===== src/design/eosf_regs.svh =====
// register offsets, field positions and reset values for the overhead source and framing block
`ifndef EOSF_REGS_SVH
`define EOSF_REGS_SVH
`define EOSF_ADDR_W        12
`define EOSF_TSDL_OFS      12'h10a
`define EOSF_FCR_OFS       12'h10b
`define EOSF_SRCX_OFS      12'h10c
`define EOSF_STAT_OFS      12'h10d
`define EOSF_TSDL_RST      8'h00
`define EOSF_FCR_RST       8'h40
`define EOSF_SRCX_RST      8'h00
`define EOSF_SEL_LSB       0
`define EOSF_SEL_MSB       2
`define EOSF_REFRAME_BIT   7
`define EOSF_CASC_LSB      5
`define EOSF_CASC_MSB      6
`define EOSF_CODE_DL       3'h0
`define EOSF_CODE_CAS_DL   3'h1
`define EOSF_CODE_ONES     3'h2
`define EOSF_CODE_CAS_ONES 3'h3
`define EOSF_CODE_SIG_DE   3'h4
`define EOSF_CASC_2        2'h0
`define EOSF_CASC_3        2'h1
`define EOSF_CASC_4        2'h2
`define EOSF_CASC_8        2'h3
`define EOSF_CNT_2         4'h2
`define EOSF_CNT_3         4'h3
`define EOSF_CNT_4         4'h4
`define EOSF_CNT_8         4'h8
`define EOSF_ALT_PIN_BIT   2
`define EOSF_TS16_SRC_LSB  0
`define EOSF_TS16_SRC_MSB  1
`endif


===== src/design/eosf_pkg.sv =====
// types shared by the overhead source and framing control block
package eosf_pkg;
    // slot strobes from the transmit frame timing logic, same clock
    typedef struct packed {
        logic nat_bit;   // national bit position of a non-fas timeslot 0
        logic de_slot;   // d/e channel bit position
        logic ts16;      // timeslot 16 bit position
    } eosf_slot_s;
    // events from the receive framer, same clock
    typedef struct packed {
        logic in_sync;   // level: framer holds alignment
        logic mfas_ok;   // pulse: cas multiframe word good
        logic mfas_err;  // pulse: cas multiframe word errored
    } eosf_rx_s;
    typedef enum logic [1:0] {
        EOSF_TS16_SERIAL,
        EOSF_TS16_SLOTREG,
        EOSF_TS16_OVERHEAD,
        EOSF_TS16_SIGNAL
    } eosf_ts16_src_e;
endpackage


===== src/design/eosf_ctrl.sv =====
// transmit overhead source select and receive framing control
`timescale 1ns/1ps
`include "eosf_regs.svh"

module eosf_ctrl (
    input  wire logic                      clk,               // framer clock, 125 mhz
    input  wire logic                      rst_n,             // synchronous reset
    input  wire logic [`EOSF_ADDR_W-1:0]   reg_addr,          // register address
    input  wire logic [7:0]                reg_wdata,         // write data
    input  wire logic                      reg_wr,            // write strobe
    input  wire logic                      reg_rd,            // read strobe
    output logic      [7:0]                reg_rdata_q,       // read data, cycle after strobe
    input  wire logic                      tx_frame_data_in,  // backplane frame-data pin
    input  wire logic                      tx_serial_in,      // backplane serial pin
    input  wire logic                      tx_signalling_in,  // backplane signalling pin
    input  wire logic                      tx_overhead_in,    // backplane overhead pin
    input  wire logic                      dl_bit,            // data link bit, same clock
    input  wire logic                      slot_sig_bit,      // per_slot_signalling_regs bit
    input  wire eosf_pkg::eosf_slot_s      slot,              // transmit slot strobes
    input  wire eosf_pkg::eosf_rx_s        rx_ev,             // receive framer events
    output logic                           tx_out_q,          // selected outbound bit
    output logic                           rx_restart_q,      // restart frame search pulse
    output logic                           cas_loss_q         // loss of cas mf alignment
);
    import eosf_pkg::*;

    logic [7:0]      tsdl_q;
    logic [7:0]      fcr_q;
    logic [7:0]      srcx_q;
    logic [3:0]      pin_s1_q;
    logic [3:0]      pin_s2_q;
    logic            sync_prev_q;
    logic [3:0]      err_cnt_q;
    logic [3:0]      err_thr;
    logic            tx_bit_d;
    logic [2:0]      code;
    logic [1:0]      casc;
    logic            wr_tsdl;
    logic            wr_fcr;
    logic            sync_rise;
    logic            ser_s;
    logic            fd_s;
    logic            sig_s;
    logic            oh_s;
    eosf_ts16_src_e  ts16_src;

    assign wr_tsdl   = reg_wr && (reg_addr == `EOSF_TSDL_OFS);
    assign wr_fcr    = reg_wr && (reg_addr == `EOSF_FCR_OFS);
    assign code      = tsdl_q[`EOSF_SEL_MSB:`EOSF_SEL_LSB];
    assign casc      = fcr_q[`EOSF_CASC_MSB:`EOSF_CASC_LSB];
    assign ts16_src  = eosf_ts16_src_e'(srcx_q[`EOSF_TS16_SRC_MSB:`EOSF_TS16_SRC_LSB]);
    assign sync_rise = rx_ev.in_sync && !sync_prev_q;
    // pins after the second synchroniser stage only
    assign ser_s     = pin_s2_q[0];
    assign fd_s      = pin_s2_q[1];
    assign sig_s     = pin_s2_q[2];
    assign oh_s      = pin_s2_q[3];

    // backplane pins come from another domain, two flops before use
    always_ff @(posedge clk) begin
        if (!rst_n) begin
            pin_s1_q <= 4'h0;
            pin_s2_q <= 4'h0;
        end else begin
            pin_s1_q <= {tx_overhead_in, tx_signalling_in, tx_frame_data_in, tx_serial_in};
            pin_s2_q <= pin_s1_q;
        end
    end

    // source select and its companion source register
    always_ff @(posedge clk) begin
        if (!rst_n) begin
            tsdl_q <= `EOSF_TSDL_RST;
            srcx_q <= `EOSF_SRCX_RST;
        end else begin
            if (wr_tsdl) begin
                tsdl_q <= reg_wdata;
            end
            if (reg_wr && (reg_addr == `EOSF_SRCX_OFS)) begin
                srcx_q <= reg_wdata;
            end
        end
    end

    // framing control; the hardware clear loses to a write of one
    always_ff @(posedge clk) begin
        if (!rst_n) begin
            fcr_q <= `EOSF_FCR_RST;
        end else if (wr_fcr) begin
            fcr_q <= reg_wdata;
        end else if (sync_rise) begin
            fcr_q[`EOSF_REFRAME_BIT] <= 1'b0;
        end
    end

    // restart pulse to the receive framer, one cycle per write of one
    always_ff @(posedge clk) begin
        if (!rst_n) begin
            rx_restart_q <= 1'b0;
            sync_prev_q  <= 1'b0;
        end else begin
            rx_restart_q <= wr_fcr && reg_wdata[`EOSF_REFRAME_BIT];
            sync_prev_q  <= rx_ev.in_sync;
        end
    end

    // threshold of consecutive errored cas multiframe words
    always_comb begin
        case (casc)
            `EOSF_CASC_2: err_thr = `EOSF_CNT_2;
            `EOSF_CASC_3: err_thr = `EOSF_CNT_3;
            `EOSF_CASC_4: err_thr = `EOSF_CNT_4;
            default:      err_thr = `EOSF_CNT_8;
        endcase
    end

    // count runs of errored words; a good word or a restart ends the run,
    // but an errored word in the same cycle wins so a defect is never lost
    always_ff @(posedge clk) begin
        if (!rst_n) begin
            err_cnt_q  <= 4'h0;
            cas_loss_q <= 1'b0;
        end else if (rx_ev.mfas_err) begin
            // saturate so a long outage cannot wrap back below threshold
            if (err_cnt_q < err_thr) begin
                err_cnt_q <= err_cnt_q + 4'h1;
            end
            if (err_cnt_q + 4'h1 >= err_thr) begin
                cas_loss_q <= 1'b1;
            end
        end else if (rx_ev.mfas_ok || rx_restart_q) begin
            err_cnt_q  <= 4'h0;
            cas_loss_q <= 1'b0;
        end
    end

    // outbound bit source; national bits win over d/e and timeslot 16
    always_comb begin
        tx_bit_d = ser_s;
        if (slot.nat_bit) begin
            case (code)
                `EOSF_CODE_ONES:     tx_bit_d = 1'b1;
                `EOSF_CODE_CAS_ONES: tx_bit_d = 1'b1;
                default:             tx_bit_d = dl_bit;
            endcase
        end else if (slot.de_slot) begin
            if (code == `EOSF_CODE_SIG_DE) begin
                tx_bit_d = srcx_q[`EOSF_ALT_PIN_BIT] ? sig_s : ser_s;
            end else begin
                tx_bit_d = srcx_q[`EOSF_ALT_PIN_BIT] ? fd_s : ser_s;
            end
        end else if (slot.ts16) begin
            case (code)
                `EOSF_CODE_ONES: begin
                    tx_bit_d = (ts16_src == EOSF_TS16_SERIAL) ? ser_s : sig_s;
                end
                `EOSF_CODE_CAS_DL, `EOSF_CODE_CAS_ONES: begin
                    case (ts16_src)
                        EOSF_TS16_SLOTREG:  tx_bit_d = slot_sig_bit;
                        EOSF_TS16_OVERHEAD: tx_bit_d = oh_s;
                        EOSF_TS16_SIGNAL:   tx_bit_d = sig_s;
                        default:            tx_bit_d = ser_s;
                    endcase
                end
                default: tx_bit_d = ser_s;
            endcase
        end
    end

    // registered outbound bit
    always_ff @(posedge clk) begin
        if (!rst_n) begin
            tx_out_q <= 1'b1;
        end else begin
            tx_out_q <= tx_bit_d;
        end
    end

    // read data one cycle after the strobe, unmapped reads as zero
    always_ff @(posedge clk) begin
        if (!rst_n) begin
            reg_rdata_q <= 8'h00;
        end else if (reg_rd) begin
            case (reg_addr)
                `EOSF_TSDL_OFS: reg_rdata_q <= tsdl_q;
                `EOSF_FCR_OFS:  reg_rdata_q <= fcr_q;
                `EOSF_SRCX_OFS: reg_rdata_q <= srcx_q;
                `EOSF_STAT_OFS: reg_rdata_q <= {6'h00, rx_ev.in_sync, cas_loss_q};
                default:        reg_rdata_q <= 8'h00;
            endcase
        end else begin
            reg_rdata_q <= 8'h00;
        end
    end
endmodule


===== config.mk =====
export PLATFORM = sky130hd
export DESIGN_NAME = eosf_ctrl
export DESIGN_NICKNAME = d
export VERILOG_FILES = /design/src/design/eosf_pkg.sv /design/src/design/eosf_ctrl.sv
export VERILOG_INCLUDE_DIRS = /design/src /design/src/design
export SDC_FILE = /design/constraint.sdc
export NUM_CORES = 1
export LEC_CHECK = 0
export BUFFER_PORTS_ARGS = -buffer_cell sky130_fd_sc_hd__buf_2
export CAP_MARGIN = 20
export CORE_UTILIZATION = 58
export DETAILED_ROUTE_END_ITERATION = 7
export PLACE_DENSITY = 0.81
export SETUP_SLACK_MARGIN = 0.1
export SYNTH_ARGS = -nofsm -noshare
export SYNTH_HDL_FRONTEND = slang
export SYNTH_SLANG_ARGS = --single-unit

===== constraint.sdc =====
create_clock -name clk -period 3.4 [get_ports clk]
set_input_delay 0.51 -clock clk [delete_from_list [all_inputs] [get_ports clk]]
set_output_delay 0.51 -clock clk [all_outputs]
set_load 0.01 [all_outputs]

==> impl_metrics.csv, run 1 <==
group,metric,value,unit
setup_path,setup.worst_path.class,"in2reg",
clock_tree,clkSlewWorstSetupHoldPaths,0.08,ns
route,drt-total-wl,4.28,mm
setup_path,crit_path_end_kind,"flip-flop",
route,wl_per_cell,13.1,microns
finish,syn_to_final_growth,12.6,%
finish,mostFrequentLayoutCell,"dfxtp_1",
synthesis,synthTopCellsByArea,"dfxtp_1 (43%), mux2i_1 (7.1%), ha_1 (5.0%), nand2_1 (4.2%), nor2b_1 (3.6%)",
setup_path,r2r_slack,1.62,ns
power,power_density,379,nW/um^2
synthesis,synth.top_cell.area_share,42.5,%
clock_tree,cts_max_level,2,
global_route,grt_pass1_wl,7.13,mm
floorplanning,dieArea,4150,sq um
timing,fin_hold_ws,0.420,ns
clock_tree,clockBufferDepth,2,
route,dr.pass1.iters,4,
synthesis,synth_seq_area_share,42.5,%
timing,tightest_slew,0.615,ns
synthesis,synth_fp_nets,285,
synthesis,syn_area_per_cell,9.41,sq um
timing,setup_viol,0,
timing,fmax,0.512,GHz
setup_path,slowest_delay,0.53,ns
timing,maxSlewViolCount,0,
route,via_per_inst,5.45,
clock_tree,post_cts_buffers,0,
hold_path,hold_class,"in2reg",
clock_tree,worstSkewPairLatency,0.29,ns
timing,min_period_over_period,57.4,%
global_route,grt_max_degree,51,
synthesis,synth-warning-count,0,
timing,tns,0,ns
placed_design,numPortBuffers,46,
timing,hold_viol,0,
setup_path,cp_max_fo,9,
outcome,status,"completed",
clock_tree,cts_sinks,48,
synthesis,ys_types,41,
hold_path,worstHoldStart,"tx_signalling_in",
job,max-cap-violations,0,
global_route,grt_use_total,22.1,%
placed_design,place_congestion,0.792,
hold_path,min_to,"pin_s1_q[2]",
route,drtIter0Drc,85,
hold_path,min_delay_path_depth,2,
finish,postLayoutCoreUtil,68.9,%
timing,fin_skew,0.00844,ns
floorplanning,start_util,61.2,%
timing,finalCriticalPeriod,1.95,ns
clock_tree,cts_resized,0,
clock_tree,cts_tree,"done",
clock_tree,ctsHoldBuffers,0,
finish,nets,325,
synthesis,ys_seq_elements,48,
global_route,first_global_vias,1613,
finish,antenna_cells,0,
setup_path,worstPathArrival,2.12,ns
clock_tree,cts_buffers,5,
setup_path,worst_path_max_delay_cell,"nand4_1",
clock_tree,clock-root-buffer,"clkbuf_8",
floorplanning,die_w,64.4,microns
floorplanning,rows,22,
synthesis,syn_inst,240,
floorplanning,core-area,3690,sq um
floorplanning,io_pins,47,
synthesis,syn_area,2260,sq um
timing,rsz0062_at_grt,"false",
setup_path,r2r_cells,6,
setup_path,crit_chain,"buf_2 > nor4b_1 > and4b_1 > nand4_1 > mux2i_1 > nand2_1",
power,p_leak,0.00109,uW
placed_design,post-dp-hpwl,3.02,mm
route,antenna_left,0,
route,drc,0,
synthesis,yosysTopAreaCell,"dfxtp_1",
setup_path,timing.rr.end,"err_cnt_q[0]",
global_route,antenna_found_initial,0,
setup_path,cp.required,3.57,ns
timing,slew_headroom,58.9,%
route,via_count,1787,
setup_path,r2r-start,"fcr_q[6]",
floorplanning,die_y,64.4,microns
global_route,grt-ovfl-total,0,
finish,drive_gt1_share,23.9,%
setup_path,start_kind,"input pin",
finish,mostFrequentLayoutCells,"dfxtp_1 (48), buf_2 (46), nand2_1 (25)",
power,ir_worst_vdd,0.266,mV
-- critical path: cells and delay by family --
| kind | cells | cell delay (ns) |
|---|---|---|
| and+or+nand+nor | 4 | 1.19 |
| muxes | 1 | 0.32 |
| buffers and inverters | 1 | 0.10 |
-- final cells by class --
cell class              count  area, sq um
inverters                   4         15.0
clock buffers               5         68.8
repair buffers             47          238
clock inverters             2         12.5
well taps                  48         60.1
multi-input cells         174         1190
flip-flops and latches     48          961
fillers                   300         1150
-- metrics by stage --
stage / std cells / power [uW] / setup slack (ns) / area (sq um)
detailed placement: 321 / 661 / 1.14 / 2460
finish: 328 / 964 / 1.45 / 2540
floorplan: 240 / 627 / 1.68 / 2260
CTS: 328 / 974 / 1.45 / 2540
global placement: 321 / 659 / 1.19 / 2460
global route: 328 / 999 / 1.33 / 2540
-- report_power, final --
part / switching, uW / leakage, uW / internal (uW)
clock: 177 / 0.0000400 / 139
sequential: 4.30 / 0.000389 / 569
combinational: 36.7 / 0.000658 / 36.7
-- Yosys cell counts --
library cell  count
buf_6             2
nand4b_1          2
nor2b_1          13
nand3_1          14
mux2i_1          16
a22oi_1           2
nand3_2           4
ha_1              9
xnor2_1           1
nor3_1            2
nand2b_1          6
and3b_1           1
a21oi_1           5
a21boi_2          4
a21o_1            1
a2bb2oi_1         6
buf_4             2
nor2_1           13
or3b_2            1
buf_2             3
a21boi_0          6
clkbuf_1          6
o2111ai_1         1
o21ai_0          11
a2111oi_0         1
nor3b_1           1
o21a_1            3
o21ai_1           2
dfxtp_1          48
mux2_2            4
and4b_1           2
inv_1             4
nor4b_1           1
nand4_1           1
o21bai_1          1
o2bb2ai_1         1
and3_1            4
buf_12            1
and2_1            9
nand2_1          25
o31a_1            1
-- kinds of logic after synthesis --
group	after synthesis	synth area share, %
compound gates	45	14.2
xor+xnor	1	0.388
fa+ha+maj	9	4.99
buf+inv	18	4.87
flops	48	42.5
mux	20	9.09
simple gates	99	23.9
-- flip-flops by register name, summed over array words and instances, names as in the netlist, 4 cells and up --
signal	cells
err_cnt_q	4
tsdl_q	8
fcr_q	8
pin_s1_q	4
pin_s2_q	4
srcx_q	8
reg_rdata_q	8
-- layer usage --
| layer | vias to the layer above | wire length [microns] | track usage (%) |
|---|---|---|---|
| met3 | 4 | 216 | 5.89 |
| met2 | 45 | 1990 | 37.1 |
| li1 | 916 | - | - |
| met4 | 0 | 40 | 5.56 |
| met5 | - | 0 | 0 |
| met1 | 822 | 2040 | 27.8 |
-- worst max path at each step --
stage,start,endpoint,slack [ns],cells past startpoint
2_1_floorplan,reg_addr[6],srcx_q[4],1.68,8
3_3_place_gp,reg_addr[6],fcr_q[6],1.19,6
3_5_place_dp,reg_addr[6],fcr_q[6],1.14,6
4_1_cts,reg_addr[6],fcr_q[6],1.45,6
5_1_grt,reg_addr[6],fcr_q[6],1.33,6
6_report,reg_addr[6],fcr_q[6],1.45,6
(Power assumes the default switching activity.)
==> run 2: changes to the inputs <==
--- a/config.mk
+++ b/config.mk
@@ -8,9 +8,9 @@
 export LEC_CHECK = 0
 export BUFFER_PORTS_ARGS = -buffer_cell sky130_fd_sc_hd__buf_2
 export CAP_MARGIN = 20
-export CORE_UTILIZATION = 58
+export CORE_UTILIZATION = 49
 export DETAILED_ROUTE_END_ITERATION = 7
-export PLACE_DENSITY = 0.81
+export PLACE_DENSITY = 0.73
 export SETUP_SLACK_MARGIN = 0.1
 export SYNTH_ARGS = -nofsm -noshare
 export SYNTH_HDL_FRONTEND = slang
==> constraint.sdc (replaced) <==
create_clock -name clk -period 1.65 [get_ports clk]
set_input_delay 0.2475 -clock clk [delete_from_list [all_inputs] [get_ports clk]]
set_output_delay 0.2475 -clock clk [all_outputs]
set_load 0.01 [all_outputs]
==> impl_metrics.csv, run 2 (same netlist as run 1, synthesis figures left out) <==
group,metric,value,unit
setup_path,cp_max_fo,8,
placed_design,post-dp-hpwl,3.25,mm
power,power_density,878,nW/um^2
setup_path,worstPathArrival,1.80,ns
floorplanning,rows,24,
global_route,first_global_vias,1710,
route,drc,0,
route,via_per_inst,5.33,
route,via_count,1839,
finish,mostFrequentLayoutCell,"buf_2",
floorplanning,die_w,69.9,microns
power,sequentialPowerShare,46.7,%
route,wl_per_cell,14.3,microns
global_route,grt-ovfl-total,0,
timing,maxSlewViolCount,0,
placed_design,numPortBuffers,46,
finish,syn_to_final_growth,27.1,%
power,ir_worst_vdd,0.524,mV
clock_tree,clkSlewWorstSetupHoldPaths,0.08,ns
finish,multiInputGateArea,1320,sq um
global_route,grt_max_degree,21,
route,drt-total-wl,4.92,mm
global_route,antenna_found_initial,0,
clock_tree,cts_buffers,5,
floorplanning,dieArea,4880,sq um
setup_path,start_kind,"flip-flop",
route,antenna_left,0,
power,pwr-share-clk,45.8,%
clock_tree,clockBufferDepth,2,
finish,nets,337,
hold_path,min_to,"pin_s1_q[0]",
setup_path,r2r_cells,6,
route,drtIter0Drc,101,
power,p_int,2020,uW
timing,fin_hold_ws,0.150,ns
clock_tree,clock-root-buffer,"clkbuf_8",
finish,nFillCells,379,
power,p_switching,499,uW
floorplanning,die_y,69.9,microns
setup_path,setup.worst_path.class,"reg2reg",
setup_path,timing.rr.end,"err_cnt_q[1]",
clock_tree,cts_max_level,2,
clock_tree,worstSkewPairLatency,0.30,ns
setup_path,r2r-start,"fcr_q[6]",
finish,mostFrequentLayoutCells,"buf_2 (46), dfxtp_1 (44), nand2_1 (24)",
power,p_leak,0.00121,uW
placed_design,place_congestion,0.816,
power,pwr-share-comb,7.4,%
hold_path,hold_class,"in2reg",
finish,regArea,973,sq um
floorplanning,start_util,51.5,%
setup_path,cp.required,1.84,ns
timing,tns,0,ns
timing,min_period_over_period,97.1,%
timing,hold_viol,0,
timing,fin_skew,0.00647,ns
job,max-cap-violations,0,
global_route,grt_use_total,20.2,%
timing,setup_viol,0,
hold_path,min_delay_path_depth,2,
setup_path,r2r_slack,0.05,ns
timing,finalCriticalPeriod,1.60,ns
route,dr.pass1.iters,4,
finish,drive_gt1_share,34.5,%
floorplanning,io_pins,47,
power,total_power,2520,uW
timing,fmax,0.624,GHz
power,swShare,19.8,%
clock_tree,cts_tree,"done",
global_route,grt_pass1_wl,7.85,mm
floorplanning,core-area,4380,sq um
timing,tightest_slew,0.605,ns
timing,rsz0062_at_grt,"true",
finish,antenna_cells,0,
clock_tree,cts_sinks,48,
setup_path,crit_path_end_kind,"flip-flop",
hold_path,worstHoldStart,"tx_serial_in",
outcome,status,"completed",
timing,slew_headroom,59.6,%
## run 2: how the worst max path moves through the flow
| stage | startpoint | cells after the start | to | slack (ns) |
|---|---|---|---|---|
| finish | fcr_q[6] | 6 | err_cnt_q[1] | 0.05 |
| global route | fcr_q[6] | 6 | err_cnt_q[1] | 0.007 |
| CTS | err_cnt_q[0] | 8 | err_cnt_q[0] | 0.11 |
| detailed placement | reg_addr[6] | 7 | srcx_q[0] | -0.03 |
| global placement | reg_addr[6] | 7 | srcx_q[0] | 0.06 |
| floorplan | fcr_q[6] | 7 | err_cnt_q[0] | 0.11 |
## run 2: timing repair
| action | 4_1_cts | 5_1_grt |
|---|---|---|
| endpoints found under the setup margin | 5 | 5 |
| pin swaps | 4 | 8 |
| hold endpoints to repair | 0 | 0 |
| hold buffers | 0 | 0 |
| resized for setup | 10 | 21 |
| buffers inserted | 1 | 1 |
## run 2: per-stage QoR
stage / utilization, % / setup slack (ns) / instance area, sq um / instances
6_report: 65.5 / 0.0478 / 2870 / 345
5_1_grt: 65.5 / 0.00702 / 2870 / 345
4_1_cts: 63.0 / 0.109 / 2760 / 344
3_5_place_dp: 58.4 / -0.0289 / 2560 / 335
3_3_place_gp: 58.4 / 0.0581 / 2560 / 335
2_1_floorplan: - / 0.106 / 2260 / 240
## run 2: metal layers
| metal | track usage (%) | wire [microns] |
|---|---|---|
| met4 | 6.00 | 49 |
| met5 | 0 | 0 |
| met2 | 33.7 | 2430 |
| met1 | 26.1 | 2250 |
| met3 | 4.62 | 188 |
## run 2: power groups by stage
| stage | sequential [uW] | combinational [uW] | clock [uW] |
|---|---|---|---|
| 5_1_grt | 1180 | 206 | 1220 |
| 4_1_cts | 1180 | 168 | 1180 |
| 3_3_place_gp | 1210 | 159 | 0 |
| 6_report | 1180 | 187 | 1160 |
| 2_1_floorplan | 1210 | 84.1 | 0 |
| 3_5_place_dp | 1210 | 161 | 0 |
## run 2: critical path, cell delays in order, from the launching register on
cell and delay (ns):
dfxtp_4 0.44, ha_4 0.22, nor2b_4 0.13, nor3_4 0.22
o21ai_4 0.11, and3_4 0.19, o21a_1 0.19
## run 2: final cells by class
cell class / instances / area share, %
multi-input combinational: 174 / 45.8
sequential: 48 / 33.9
clock inverter: 3 / 3.14
timing repair buffer: 59 / 12.0
inverter: 4 / 0.523
clock buffer: 5 / 2.40
tap: 52 / 2.27
==> run 3: changes to the inputs <==
--- a/config.mk
+++ b/config.mk
@@ -10,8 +10,8 @@
 export CAP_MARGIN = 20
 export CORE_UTILIZATION = 49
 export DETAILED_ROUTE_END_ITERATION = 7
-export PLACE_DENSITY = 0.73
-export SETUP_SLACK_MARGIN = 0.1
+export PLACE_DENSITY_LB_ADDON = 0.05
+export SETUP_SLACK_MARGIN = 0.2
 export SYNTH_ARGS = -nofsm -noshare
 export SYNTH_HDL_FRONTEND = slang
 export SYNTH_SLANG_ARGS = --single-unit
==> impl_metrics.csv, run 3 (same netlist as run 1, synthesis figures left out) <==
group,metric,value,unit
route,drt-total-wl,4.83,mm
clock_tree,clkSlewWorstSetupHoldPaths,0.09,ns
setup_path,start_kind,"flip-flop",
global_route,grt_max_degree,29,
global_route,first_global_vias,1798,
finish,syn_to_final_growth,30.0,%
outcome,status,"completed",
clock_tree,worstSkewPairLatency,0.30,ns
finish,mostFrequentLayoutCells,"buf_2 (46), dfxtp_1 (41), nand2_1 (24)",
timing,tightest_slew,0.629,ns
placed_design,numPortBuffers,46,
floorplanning,io_pins,47,
setup_path,worstPathArrival,1.70,ns
finish,antenna_cells,0,
floorplanning,die_w,69.9,microns
clock_tree,cts_max_level,2,
timing,fin_hold_ws,0.148,ns
timing,rsz0062_at_grt,"true",
clock_tree,clock-root-buffer,"clkbuf_8",
job,max-cap-violations,0,
clock_tree,clockBufferDepth,2,
floorplanning,start_util,51.5,%
timing,finalCriticalPeriod,1.49,ns
route,via_per_inst,5.20,
power,p_leak,0.00123,uW
finish,mostFrequentLayoutCell,"buf_2",
global_route,grt-ovfl-total,0,
finish,final_cell_area,2940,sq um
timing,hold_viol,0,
floorplanning,die_y,69.9,microns
power,ir_worst_vdd,0.511,mV
floorplanning,core-area,4380,sq um
setup_path,crit_path_end_kind,"flip-flop",
clock_tree,cts_tree,"done",
global_route,grt_use_total,20.7,%
placed_design,post-dp-hpwl,3.32,mm
route,antenna_left,0,
setup_path,cp_max_fo,4,
floorplanning,dieArea,4880,sq um
timing,fin_skew,0.00810,ns
hold_path,hold_class,"in2reg",
timing,tns,0,ns
setup_path,setup.worst_path.class,"reg2reg",
clock_tree,cts_buffers,5,
setup_path,cp.required,1.86,ns
timing,maxSlewViolCount,0,
floorplanning,rows,24,
power,power_density,762,nW/um^2
route,dr.pass1.iters,4,
timing,slew_headroom,58.0,%
placed_design,place_area,2570,sq um
finish,nets,344,
clock_tree,cts_sinks,48,
timing,fmax,0.672,GHz
placed_design,dpl.cell_count,336,
finish,postLayoutCoreUtil,67.0,%
global_route,grt_pass1_wl,8.05,mm
route,via_count,1829,
timing,min_period_over_period,90.2,%
placed_design,place_congestion,0.788,
timing,setup_viol,0,
route,drc,0,
route,drtIter0Drc,67,
finish,stdcell_count,352,
finish,drive_gt1_share,38.3,%
route,wl_per_cell,13.7,microns
global_route,antenna_found_initial,0,
## run 3: final timing paths
path / startpoint / cells after the start / to / slack (ns)
worst max-delay path: err_cnt_q[1] / 6 / cas_loss_q / 0.16
worst min-delay path: tx_signalling_in / 2 / pin_s1_q[2] / 0.15
worst max register to register: err_cnt_q[1] / 6 / cas_loss_q / 0.16
worst min register to register: pin_s1_q[1] / 1 / pin_s2_q[1] / 0.44
## run 3: area by class of cell
| class | count | area [sq um] |
|---|---|---|
| clock buffer | 5 | 68.8 |
| clock inverter | 3 | 42.5 |
| fill | 388 | 1450 |
| inverter | 4 | 15.0 |
| multi-input combinational | 174 | 1370 |
| sequential | 48 | 975 |
| tap | 52 | 65.1 |
| timing repair buffer | 66 | 397 |
## run 3: what timing repair did
action / in CTS / in global routing
setup buffers: 6 / 2
gates resized for setup: 23 / 18
hold buffers: 0 / 0
endpoints found under the setup margin: 5 / 6
pin swaps: 12 / 13
## run 3: worst max-delay path: stages (launching register included)
cell and delay (ns):
dfxtp_4 0.38, ha_4 0.28, ha_4 0.18, a21o_1 0.17, a21oi_2 0.14, o21ai_1 0.07, and3_1 0.16
## run 3: layer usage
layer	track usage [%]	vias up	part of all wire, %
met1	26.2	834	48
li1	-	956	-
met3	4.18	5	3.4
met5	0	-	0
met2	35.4	34	48
met4	6.67	0	1.3
## run 3: power breakdown
part	total [uW]	switching, uW	leakage [uW]	internal [uW]
registers	1180	9.62	0.000392	1170
clock network	857	408	0.0000541	449
logic	199	94.3	0.000782	104
total	2240	512	0.00123	1730
## run 3: through the flow
| stage | total power, uW | worst slack (ns) |
|---|---|---|
| global placement | 1370 | 0.0467 |
| detailed placement | 1370 | 0.00260 |
| floorplan | 1290 | 0.122 |
| global route | 2320 | 0.0985 |
| CTS | 2250 | 0.162 |
| finish | 2240 | 0.162 |
